==> src/hw/acc_defs.svh <==
// register offsets, field positions, reset values and timing counts
`ifndef ACC_DEFS_SVH
`define ACC_DEFS_SVH
`define ACC_ADDR_RUN 8'h61
`define ACC_ADDR_MODE 8'h62
`define ACC_ADDR_OFFSET_REFERENCE_SELECT 8'h65
`define ACC_ADDR_LINK 8'h70
`define ACC_ADDR_STAT 8'h71
`define ACC_RST_RUN 8'h01
`define ACC_RST_MODE 8'h01
`define ACC_RST_OFFSET_REFERENCE_SELECT 8'h01
`define ACC_RST_LINK 8'h00
`define ACC_BIT_RUN 0
`define ACC_BIT_FG 0
`define ACC_BIT_BG 1
`define ACC_BIT_FGOS 2
`define ACC_BIT_BGOS 3
`define ACC_BIT_OFFSET_REFERENCE_SELECT 2
`define ACC_BIT_LINK 0
`define ACC_BIT_FGDONE 0
`define ACC_BIT_BGRUN 1
`define ACC_BIT_SEQERR 2
`define ACC_CLEAR_NS 64
`define ACC_CLK_NS 8
`define ACC_CLEAR_CYC ((`ACC_CLEAR_NS + `ACC_CLK_NS - 1) / `ACC_CLK_NS)
`define ACC_FG_CYC 16'd1000
`endif

==> src/hw/acc_pkg.sv <==
// types shared by the calibration control block
package acc_pkg;
  typedef enum logic [4:0] {
    ACC_HOLD = 5'b00001,
    ACC_CLEAR = 5'b00010,
    ACC_FG = 5'b00100,
    ACC_FGOS = 5'b01000,
    ACC_BG = 5'b10000
  } acc_state_t;
endpackage

==> src/hw/acc_divider.sv <==
// clock enable divider held in reset while calibration is stopped
`timescale 1ns/1ns
module acc_divider #(
  parameter int DIV_W = 4
) (
  input wire logic ref_clk_in,
  input wire logic rst_n_in,
  input wire logic div_clear_in,
  input wire logic [DIV_W-1:0] div_ratio_in,
  output logic tick_out
);
  logic [DIV_W-1:0] cnt_q;

  always_ff @(posedge ref_clk_in or negedge rst_n_in)
  begin
    if (!rst_n_in)
    begin
      cnt_q <= '0;
      tick_out <= 1'b0;
    end
    else if (div_clear_in)
    begin
      cnt_q <= '0;
      tick_out <= 1'b0;
    end
    else if (cnt_q >= div_ratio_in)
    begin
      cnt_q <= '0;
      tick_out <= 1'b1;
    end
    else
    begin
      cnt_q <= cnt_q + 1'b1;
      tick_out <= 1'b0;
    end
  end
endmodule

==> src/hw/acc_top.sv <==
// calibration control register bank and calibration sequencer
//
// Chosen here: the plain strobed port.
`timescale 1ns/1ns
`include "acc_defs.svh"
module acc_top #(
  parameter int DIV_W = 4,
  parameter logic [15:0] FG_CYC = `ACC_FG_CYC
) (
  input wire logic ref_clk_in,
  input wire logic arst_n_in,
  input wire logic [7:0] reg_addr_in,
  input wire logic [7:0] reg_wdata_in,
  input wire logic reg_wr_in,
  input wire logic reg_rd_in,
  input wire logic [DIV_W-1:0] dig_ratio_in,
  input wire logic [DIV_W-1:0] link_ratio_in,
  output logic [7:0] reg_rdata_out,
  output logic cal_reset_out,
  output logic cal_clear_out,
  output logic fg_tuning_out,
  output logic fg_offset_out,
  output logic bg_tuning_out,
  output logic bg_offset_out,
  output logic offset_reference_select_spare_out,
  output logic foreground_complete_flag_out,
  output logic serial_link_enable_out,
  output logic dig_tick_out,
  output logic link_tick_out
);
  localparam logic [7:0] CLEAR_CYC = 8'(`ACC_CLEAR_CYC);

  logic rst_s1_q;
  logic rst_s2_q;
  logic rst_n;
  logic [7:0] run_q;
  logic [7:0] mode_q;
  logic [7:0] offset_reference_select_q;
  logic [7:0] link_q;
  logic run_prev_q;
  logic [3:0] cap_mode_q;
  logic cap_offset_reference_select_q;
  logic seq_err_q;
  acc_pkg::acc_state_t state_q;
  acc_pkg::acc_state_t state_d;
  logic [15:0] cnt_q;
  logic run_on;
  logic run_rise;
  logic div_clear;
  logic dig_tick;
  logic link_tick;

  function automatic logic hit(input logic [7:0] a, input logic [7:0] o);
    hit = (a == o);
  endfunction

  function automatic logic in_state(input acc_pkg::acc_state_t s,
                                    input acc_pkg::acc_state_t t);
    in_state = (s == t);
  endfunction

  // reset release through two stages
  always_ff @(posedge ref_clk_in or negedge arst_n_in)
  begin
    if (!arst_n_in)
    begin
      rst_s1_q <= 1'b0;
      rst_s2_q <= 1'b0;
    end
    else
    begin
      rst_s1_q <= 1'b1;
      rst_s2_q <= rst_s1_q;
    end
  end
  assign rst_n = rst_s2_q;

  assign run_on = run_q[`ACC_BIT_RUN];
  assign run_rise = run_on && !run_prev_q;
  assign div_clear = !run_on;

  // run control register
  always_ff @(posedge ref_clk_in or negedge rst_n)
  begin
    if (!rst_n)
      run_q <= `ACC_RST_RUN;
    else if (reg_wr_in && hit(reg_addr_in, `ACC_ADDR_RUN))
      run_q <= reg_wdata_in;
  end

  // calibration mode register
  always_ff @(posedge ref_clk_in or negedge rst_n)
  begin
    if (!rst_n)
      mode_q <= `ACC_RST_MODE;
    else if (reg_wr_in && hit(reg_addr_in, `ACC_ADDR_MODE))
      mode_q <= reg_wdata_in;
  end

  // offset reference register
  always_ff @(posedge ref_clk_in or negedge rst_n)
  begin
    if (!rst_n)
      offset_reference_select_q <= `ACC_RST_OFFSET_REFERENCE_SELECT;
    else if (reg_wr_in && hit(reg_addr_in, `ACC_ADDR_OFFSET_REFERENCE_SELECT))
      offset_reference_select_q <= reg_wdata_in;
  end

  // serial link control register
  always_ff @(posedge ref_clk_in or negedge rst_n)
  begin
    if (!rst_n)
      link_q <= `ACC_RST_LINK;
    else if (reg_wr_in && hit(reg_addr_in, `ACC_ADDR_LINK))
      link_q <= reg_wdata_in;
  end

  // sticky flag for link enabled while run control low
  always_ff @(posedge ref_clk_in or negedge rst_n)
  begin
    if (!rst_n)
      seq_err_q <= 1'b0;
    else if (link_q[`ACC_BIT_LINK] && !run_on)
      seq_err_q <= 1'b1;
    else if (reg_wr_in && hit(reg_addr_in, `ACC_ADDR_STAT)
             && reg_wdata_in[`ACC_BIT_SEQERR])
      seq_err_q <= 1'b0;
  end

  // previous run level; resets low so a pass starts after reset
  always_ff @(posedge ref_clk_in or negedge rst_n)
  begin
    if (!rst_n)
      run_prev_q <= 1'b0;
    else
      run_prev_q <= run_on;
  end

  // capture settings at run start
  always_ff @(posedge ref_clk_in or negedge rst_n)
  begin
    if (!rst_n)
    begin
      cap_mode_q <= 4'h0;
      cap_offset_reference_select_q <= 1'b0;
    end
    else if (run_rise)
    begin
      cap_mode_q <= mode_q[3:0];
      cap_offset_reference_select_q <= offset_reference_select_q[`ACC_BIT_OFFSET_REFERENCE_SELECT];
    end
  end

  // sequencer next state
  always_comb
  begin
    state_d = state_q;
    case (state_q)
      acc_pkg::ACC_HOLD:
        if (run_rise)
          state_d = acc_pkg::ACC_CLEAR;
      acc_pkg::ACC_CLEAR:
        if (cnt_q == CLEAR_CYC - 8'h01)
        begin
          if (cap_mode_q[`ACC_BIT_FG])
            state_d = acc_pkg::ACC_FG;
          else
            state_d = acc_pkg::ACC_BG;
        end
      acc_pkg::ACC_FG:
        if (cnt_q == FG_CYC - 16'h0001)
        begin
          if (cap_mode_q[`ACC_BIT_FGOS])
            state_d = acc_pkg::ACC_FGOS;
          else
            state_d = acc_pkg::ACC_BG;
        end
      acc_pkg::ACC_FGOS:
        if (cnt_q == FG_CYC - 16'h0001)
          state_d = acc_pkg::ACC_BG;
      acc_pkg::ACC_BG:
        state_d = acc_pkg::ACC_BG;
      default:
        state_d = acc_pkg::ACC_HOLD;
    endcase
    if (!run_on)
      state_d = acc_pkg::ACC_HOLD;
  end

  always_ff @(posedge ref_clk_in or negedge rst_n)
  begin
    if (!rst_n)
      state_q <= acc_pkg::ACC_HOLD;
    else
      state_q <= state_d;
  end

  always_ff @(posedge ref_clk_in or negedge rst_n)
  begin
    if (!rst_n)
      cnt_q <= 16'h0000;
    else if (state_d != state_q)
      cnt_q <= 16'h0000;
    else
      cnt_q <= cnt_q + 16'h0001;
  end

  // hold and clear phase indications
  always_ff @(posedge ref_clk_in or negedge rst_n)
  begin
    if (!rst_n)
    begin
      cal_reset_out <= 1'b1;
      cal_clear_out <= 1'b0;
    end
    else
    begin
      cal_reset_out <= in_state(state_d, acc_pkg::ACC_HOLD);
      cal_clear_out <= in_state(state_d, acc_pkg::ACC_CLEAR);
    end
  end

  // foreground phase indications
  always_ff @(posedge ref_clk_in or negedge rst_n)
  begin
    if (!rst_n)
    begin
      fg_tuning_out <= 1'b0;
      fg_offset_out <= 1'b0;
    end
    else
    begin
      fg_tuning_out <= in_state(state_d, acc_pkg::ACC_FG);
      fg_offset_out <= in_state(state_d, acc_pkg::ACC_FGOS) &&
                       cap_mode_q[`ACC_BIT_FG];
    end
  end

  // background phase and foreground complete flag
  always_ff @(posedge ref_clk_in or negedge rst_n)
  begin
    if (!rst_n)
    begin
      bg_tuning_out <= 1'b0;
      bg_offset_out <= 1'b0;
      foreground_complete_flag_out <= 1'b0;
    end
    else
    begin
      bg_tuning_out <= in_state(state_d, acc_pkg::ACC_BG) &&
                       cap_mode_q[`ACC_BIT_BG];
      bg_offset_out <= in_state(state_d, acc_pkg::ACC_BG) &&
                       cap_mode_q[`ACC_BIT_BG] &&
                       cap_mode_q[`ACC_BIT_BGOS];
      foreground_complete_flag_out <=
        in_state(state_d, acc_pkg::ACC_BG);
    end
  end

  // zero selects mid-code target, one the spare converter
  always_ff @(posedge ref_clk_in or negedge rst_n)
  begin
    if (!rst_n)
      offset_reference_select_spare_out <= 1'b0;
    else if (run_rise)
      offset_reference_select_spare_out <= offset_reference_select_q[`ACC_BIT_OFFSET_REFERENCE_SELECT];
    else
      offset_reference_select_spare_out <= cap_offset_reference_select_q;
  end

  // link enable forced low while calibration is stopped
  always_ff @(posedge ref_clk_in or negedge rst_n)
  begin
    if (!rst_n)
      serial_link_enable_out <= 1'b0;
    else
      serial_link_enable_out <= link_q[`ACC_BIT_LINK] && run_on;
  end

  // gated so no tick leaks out in the cycle run drops
  always_ff @(posedge ref_clk_in or negedge rst_n)
  begin
    if (!rst_n)
    begin
      dig_tick_out <= 1'b0;
      link_tick_out <= 1'b0;
    end
    else
    begin
      dig_tick_out <= dig_tick && run_on;
      link_tick_out <= link_tick && run_on;
    end
  end

  // read data one cycle after strobe
  always_ff @(posedge ref_clk_in or negedge rst_n)
  begin
    if (!rst_n)
      reg_rdata_out <= 8'h00;
    else if (!reg_rd_in)
      reg_rdata_out <= 8'h00;
    else if (hit(reg_addr_in, `ACC_ADDR_RUN))
      reg_rdata_out <= run_q;
    else if (hit(reg_addr_in, `ACC_ADDR_MODE))
      reg_rdata_out <= mode_q;
    else if (hit(reg_addr_in, `ACC_ADDR_OFFSET_REFERENCE_SELECT))
      reg_rdata_out <= offset_reference_select_q;
    else if (hit(reg_addr_in, `ACC_ADDR_LINK))
      reg_rdata_out <= link_q;
    else if (hit(reg_addr_in, `ACC_ADDR_STAT))
      reg_rdata_out <= {5'h00, seq_err_q, bg_tuning_out,
                        foreground_complete_flag_out};
    else
      reg_rdata_out <= 8'h00;
  end

  acc_divider #(.DIV_W(DIV_W)) u_dig_div (
    .ref_clk_in(ref_clk_in),
    .rst_n_in(rst_n),
    .div_clear_in(div_clear),
    .div_ratio_in(dig_ratio_in),
    .tick_out(dig_tick)
  );

  acc_divider #(.DIV_W(DIV_W)) u_link_div (
    .ref_clk_in(ref_clk_in),
    .rst_n_in(rst_n),
    .div_clear_in(div_clear),
    .div_ratio_in(link_ratio_in),
    .tick_out(link_tick)
  );
endmodule

==> config.mk <==
export PLATFORM = sky130hd
export DESIGN_NAME = acc_top
export DESIGN_NICKNAME = d
export VERILOG_FILES = /design/src/hw/acc_pkg.sv /design/src/hw/acc_divider.sv /design/src/hw/acc_top.sv
export VERILOG_INCLUDE_DIRS = /design/src /design/src/hw
export SDC_FILE = /design/constraint.sdc
export NUM_CORES = 1
export LEC_CHECK = 0
export ABC_CLOCK_PERIOD_IN_PS = 2650
export BUFFER_PORTS_ARGS = -buffer_cell sky130_fd_sc_hd__buf_2
export CORE_ASPECT_RATIO = 0.6
export CORE_UTILIZATION = 27
export CTS_BUF_LIST = sky130_fd_sc_hd__clkbuf_16
export CTS_CLUSTER_DIAMETER = 120
export DETAILED_ROUTE_END_ITERATION = 8
export MAX_ROUTING_LAYER = met4
export SLEW_MARGIN = 20
export SYNTH_ARGS = -nofsm -noshare
export SYNTH_HDL_FRONTEND = slang
export SYNTH_SLANG_ARGS = --single-unit
export TNS_END_PERCENT = 50
==> constraint.sdc <==
create_clock -name ref_clk_in -period 2.65 [get_ports ref_clk_in]
set_input_delay 0.3975 -clock ref_clk_in [delete_from_list [all_inputs] [get_ports ref_clk_in]]
set_output_delay 0.3975 -clock ref_clk_in [all_outputs]
set_load 0.02 [all_outputs]
==> impl_results.md, run 1 <==
- Post-CTS Resized: 0
- WP data required: 2860 ps
- Delay-heaviest family, CP: simple AND/OR/NAND/NOR gates
- Die Span Y: 98.0 um
- Crit path max fanout: 16
- Synth warnings: 0
- First-pass GRT wire length: 14.9 mm
- Finish-stage setup viols: 0
- CP Buf/Inv Count: 1
- Fin crit share: 0.812
- Die area: 15900 sq um
- Initial antenna violation count: 0
- Largest net degree at the start of global routing: 53
- Initial Util: 0.281
- Hold Worst Slack: 340 ps
- Register area share after synthesis: 0.544
- Syn Inst Count: 355
- Multi-input gate area: 1780 sq um
- CTS max path bufs: 2
- EDFF count, synth: 0
- Critical path arrival: 2360 ps
- Overall Global Routing Usage: 0.127
- Hold-fix buffers, CTS: 1
- Max_cap viols: 0
- Top-area cell type share of the netlist area: 0.513
- Min cycle time layout: 2150 ps
- Cell Rows: 34
- CP max-delay cell: or4_4
- Fin. Hold Viols: 0
- Syn Area/Cell: 11.7 sq um
- Count leader, synth: dfrtp_1
- Drt wl/cell: 15.0 um
- Core Area: 14800 sq um
- Worst hold start: reg_wdata_in[6]
- Result of the run: completed
- Fin cells: 613
- IO Count: 47
- Critical path type: reg -> reg
- Cts bufs inserted: 9
- Netlist cell types: 54
- Synth top area cells: dfrtp_1 (51%), mux2_2 (10%), nor2_1 (3.4%)
- CP Cell Sequence: or4_4 > nor4_4 > o31ai_1 > o2111ai_2 > buf_4 > nor2_1
- Slew HR: 0.536
- Worst vdd ir: 0.300 mV
- Layout area overhead: 19.4%
- Vias in the first global route: 2762
- Asr flop ratio synth: 1.00
- Worst Skew: 8.98 ps
- Storage cell area: 2260 sq um
- CTS root buffer: clkbuf_16
- Max-slew violations: 0
- Seq cells post-synth: 90
- Post-CTS Setup Bufs: 0
- Overflow after GRT: 0
- Cell accounting for the most synthesized area: dfrtp_1
- R2R Path Start: cnt_q[10]$_DFF_PN0_
- Min-Delay Path Class: in -> reg
- Cell count after placement: 596
- Power Density: 637 nW/um^2
- Setup TNS Final: 0 ps
- Clock sink count: 90
- Detailed Route WL: 9.21 mm
- H-tree lvl count: 3
- HPWL after DPL: 6.65 mm
- Syn nets: 394
- Number of DRC markers in iteration 0: 135
- Synth cell count leaders: dfrtp_1 (85), nor2_1 (38), mux2_2 (37)
- Share of layout cells above drive strength 1: 0.294
- NumNets Final: 449
- Slew @ Worst Pin: 696 ps
- Post-Syn Area: 4150 sq um
- Port bufs: 46
- Placer Congestion: 0.876
- Die X-Extent: 162 um
- Main synth FF type: dfrtp_1
- Critical Path Source Type: flip-flop
- Fill cell count: 1480
- DRT antenna net count: 0
- CTS tree: built
- Vias: 2859
- First drt pass iteration count: 4
- # DRC: 0
- Worst setup EP type: flip-flop
- Clk_lat worst skew: 330 ps
- P_leak: 2.32 nW
- Unrepaired setup endpoints after global routing: no
- Achievable Freq: 465 MHz
- Clk slew on worst S/H paths: 70 ps
- CP peak stage delay: 590 ps
- Vias per cell: 4.66
- Worst setup path startpoint: cnt_q[10]$_DFF_PN0_
- Antenna diodes: 0
## per-layer routing
layer | wire (um) | track usage
met1 | 4880 | 0.182
met4 | 41 | 0.0363
met3 | 361 | 0.0327
met5 | 0 | -
met2 | 3930 | 0.173
## placed cells by master (no fill, tap or decap), types with 9 or more instances in the layout
| master | n |
|---|---|
| nand2_1 | 14 |
| xnor2_1 | 10 |
| nand3_1 | 12 |
| mux2_2 | 37 |
| inv_1 | 21 |
| ha_1 | 11 |
| xor2_1 | 10 |
| nor2_1 | 38 |
| clkbuf_16 | 9 |
| o21ai_0 | 10 |
| dfrtp_1 | 84 |
| buf_2 | 46 |
## sequential cells by signal, summed over array words and instances, names as in the netlist, 4 cells and up
name	cells
cap_mode_q	4
cnt_q	16
link_q	8
mode_q	8
offset_reference_select_q	8
reg_rdata_out	8
run_q	8
state_q	5
u_dig_div.cnt_q	4
u_link_div.cnt_q	4
## area by class of cell
cell class	count	share of cell area
flip-flops and latches	90	0.457
clock inverters	7	0.0136
repair buffers	53	0.0601
well taps	198	0.0500
clock buffers	9	0.0455
inverters	20	0.0152
multi-input cells	236	0.359
## worst paths after layout
path	end	depth (start not counted)	slack, ps
min in group asynchronous	rst_n$_DFF_PN0_	2	370
max in group asynchronous	cal_reset_out$_DFF_PN1_	1	1560
worst min-delay path	link_q[6]$_DFFE_PN0P_	2	340
worst max register to register	cnt_q[6]$_DFF_PN0_	6	500
worst max-delay path	cnt_q[6]$_DFF_PN0_	6	500
worst min register to register	rst_n$_DFF_PN0_	0	350
## cell families (layout without fill, tap and decap cells)
kind of cell	Yosys count	after routing	synth area share
other	1	1	0.000904
buffers and inverters	29	89	0.0274
XOR/XNOR	20	20	0.0422
AO/OA/AOI/OAI	50	50	0.0872
adder cells (fa/ha/maj)	11	11	0.0332
AND/OR/NAND/NOR	116	116	0.162
flip-flops	90	90	0.544
multiplexers	38	38	0.103
## power breakdown
part	internal, mW	switching, mW	leakage [nW]
Clock	0.730	0.541	0.145
Combinational	0.150	0.175	0.963
Sequential	1.47	0.0951	1.21
## stage by stage
step | setup WS [ps] | cell area [sq um] | power (mW) | utilization
final | 499 | 4950 | 3.16 | 0.335
after global routing | 375 | 4950 | 3.32 | 0.335
after global placement | 550 | 4650 | 1.90 | 0.315
after detailed placement | 509 | 4650 | 1.91 | 0.315
after floorplan | 656 | 4150 | 1.80 | -
after CTS | 484 | 4950 | 3.21 | 0.335
Note: power is estimated with default switching activity, not from simulation.
==> inputs of run 2 (changes only) <==
Settings changed: ABC_AREA from default to 1, ABC_CLOCK_PERIOD_IN_PS 2650 to 2100.
Clock period 2.65 ns to 2.1 ns, I/O delays scaled along.
==> run 2 against run 1 <==
- the flow now finishes with violations (design-rule violations)
- via count is 13% higher
- final cell count is 23% higher
- sequential power is 26% higher
- die area grew 4.6%
- synthesized cell count grew 38%
- first-iteration DRC count up 74%
- sequential share of layout area decreased by 1.8 points
- clock power grew 16%
- final area rose by 4.1%
- worst hold slack got worse by 140 ps
- core utilization down 0.38 points
- critical path type unchanged
==> impl_results.md, run 2 <==
- Sequential Power Share: 0.507
- P_leak: 2.57 nW
- Core Area: 15500 sq um
- WP data required: 2320 ps
- Max_cap viols: 0
- Slew HR: 0.644
- Initial antenna violation count: 0
- Fin. Hold Viols: 0
- Setup TNS Final: 0 ps
- Crit path max fanout: 3
- Commonest non-fill, non-tap cell in the layout: nand2_1
- Cell Rows: 35
- Min-Delay Path Class: reg -> async
- Worst Reg-to-Reg Cells: 10
- Share of layout cells above drive strength 1: 0.235
- First drt pass iteration count: 6
- Critical path type: reg -> reg
- Port bufs: 46
- Drt wl/cell: 12.2 um
- Clk_lat worst skew: 330 ps
- NumNets Final: 588
- Top reg by flops: cnt_q
- Cell-internal power: 2.82 mW
- Most frequent cells in the layout: nand2_1 (122), dfrtp_1 (84), inv_1 (52)
- Flop2flop setup slack: 200 ps
- Power Density: 748 nW/um^2
- Worst setup EP type: flip-flop
- Placer Congestion: 0.846
- Overall Global Routing Usage: 0.124
- Vias in the first global route: 3086
- Sw Share: 0.268
- Asr flop ratio synth: 1.00
- Critical path arrival: 2120 ps
- CTS tree: built
- DRT antenna net count: 0
- Antenna diodes: 0
- Vias: 3234
- Vias per cell: 4.27
- Worst vdd ir: 0.310 mV
- Largest net degree at the start of global routing: 58
- HPWL after DPL: 6.84 mm
- Finish-stage setup viols: 0
- Count leader, synth: nand2_1
- Worst setup path startpoint: cnt_q[0]$_DFF_PN0_
- Initial Util: 0.279
- Achievable Freq: 527 MHz
- Die Span Y: 100 um
- Cell accounting for the most synthesized area: dfrtp_1
- Result of the run: complete, but fails checks
- CTS root buffer: clkbuf_16
- Max reg flops: 16
- Die X-Extent: 166 um
- Synth warnings: 0
- Top-area cell type share of the netlist area: 0.490
- CTS max path bufs: 2
- Netlist cell types: 37
- Unrepaired setup endpoints after global routing: no
- Max-slew violations: 0
- Die area: 16600 sq um
- Syn Inst Count: 491
- Detailed Route WL: 9.20 mm
- Min cycle time layout: 1900 ps
- Number of DRC markers in iteration 0: 235
- Main synth FF type: dfrtp_1
- RR Endpoint: cnt_q[12]$_DFF_PN0_
- Critical Path Source Type: flip-flop
- Clock power share: 0.382
- Final WS setup: 201 ps
- R2R Path Start: cnt_q[0]$_DFF_PN0_
- EDFF count, synth: 0
- Clk slew on worst S/H paths: 60 ps
- Synth top area cells: dfrtp_1 (49%), nand2_1 (11%), o21ai_0 (5.1%)
- Overflow after GRT: 0
- Cts bufs inserted: 9
- First-pass GRT wire length: 15.8 mm
- Clock sink count: 90
- H-tree lvl count: 3
- Layout area overhead: 18.7%
- Syn Area/Cell: 8.85 sq um
- Register area share after synthesis: 0.520
- Comb pwr share: 0.111
- Syn nets: 530
- Net Sw Power: 1.03 mW
- Post-Syn Area: 4340 sq um
- Fill cell count: 1640
- Worst Skew: 6.24 ps
- IO Count: 47
- Synth cell count leaders: nand2_1 (122), dfrtp_1 (85), inv_1 (50)
- Slew @ Worst Pin: 532 ps
- Fin crit share: 0.904
- Worst slack, placed: 149 ps
- Seq cells post-synth: 90
- Violated checks: design-rule violations
- # DRC: 6
[run 2: worst max path at each step]
stage | cells after the start | slack (ps) | endpoint
after floorplan | 16 | 390 | cnt_q[9]$_DFF_PN0_
after global placement | 10 | 170 | cnt_q[12]$_DFF_PN0_
after detailed placement | 10 | 150 | cnt_q[12]$_DFF_PN0_
after CTS | 10 | 140 | cnt_q[12]$_DFF_PN0_
after global routing | 10 | 6 | cnt_q[12]$_DFF_PN0_
final | 10 | 200 | cnt_q[12]$_DFF_PN0_
[run 2: critical path: stages, from the launching register on]
cell     delay, ps
dfrtp_1        360
ha_1           210
nand2_1         90
nor2_1         170
nand3_1        150
nor2_2         170
inv_1           70
nor2_1         160
nand3_1        150
xor2_2         200
nor2_4          50
[run 2: area by class of cell]
class	count	area, sq um	share of cell area
Clock buffer	9	225	0.0437
Clock inverter	7	47.5	0.00922
Inverter	62	233	0.0451
Multi-Input combinational cell	331	1820	0.353
Sequential cell	90	2260	0.439
Tap cell	203	254	0.0493
Timing Repair Buffer	55	313	0.0607
[run 2: repair_timing]
item | in CTS | in global routing
gates resized for setup | 0 | 3
buffers inserted | 0 | 0
endpoints found under the setup margin | 0 | 8
hold endpoints to repair | 2 | 0
hold buffers | 1 | 0
[run 2: power by group through the flow]
stage / clock, mW / sequential, mW / combinational (mW)
3_3_place_gp: 0 / 1.99 / 0.422
4_1_cts: 1.53 / 1.96 / 0.433
3_5_place_dp: 0 / 1.99 / 0.431
5_1_grt: 1.60 / 1.98 / 0.491
2_1_floorplan: 0 / 1.98 / 0.304
6_report: 1.47 / 1.96 / 0.427
[run 2: per-layer routing]
metal / vias up / track usage / routed length, um / share of wire
met5: - / - / 0 / 0
met4: 0 / 0.0280 / 0 / 0
met3: 0 / 0.0335 / 490 / 0.053
met2: 68 / 0.157 / 3430 / 0.37
met1: 1490 / 0.190 / 5290 / 0.57
li1: 1676 / - / - / -
[run 2: kinds of logic (layout without fill, tap and decap cells)]
group	count (synthesis)	after routing	synth area share
flip-flops	90	90	0.520
buffers and inverters	70	133	0.0651
AO/OA/AOI/OAI	64	64	0.0815
AND/OR/NAND/NOR	240	240	0.271
XOR/XNOR	15	15	0.0302
other	1	1	0.000863
adder cells (fa/ha/maj)	11	11	0.0317
[run 2: metrics by stage]
stage / util / total power, mW / cell area, sq um / hold WS [ps] / cells
4_1_cts: 0.330 / 3.93 / 5140 / 218 / 757
3_5_place_dp: 0.312 / 2.42 / 4850 / 104 / 740
3_3_place_gp: 0.312 / 2.41 / 4850 / 104 / 740
2_1_floorplan: - / 2.29 / 4350 / 19.4 / 491
6_report: 0.332 / 3.86 / 5160 / 200 / 757
5_1_grt: 0.332 / 4.07 / 5160 / 231 / 757
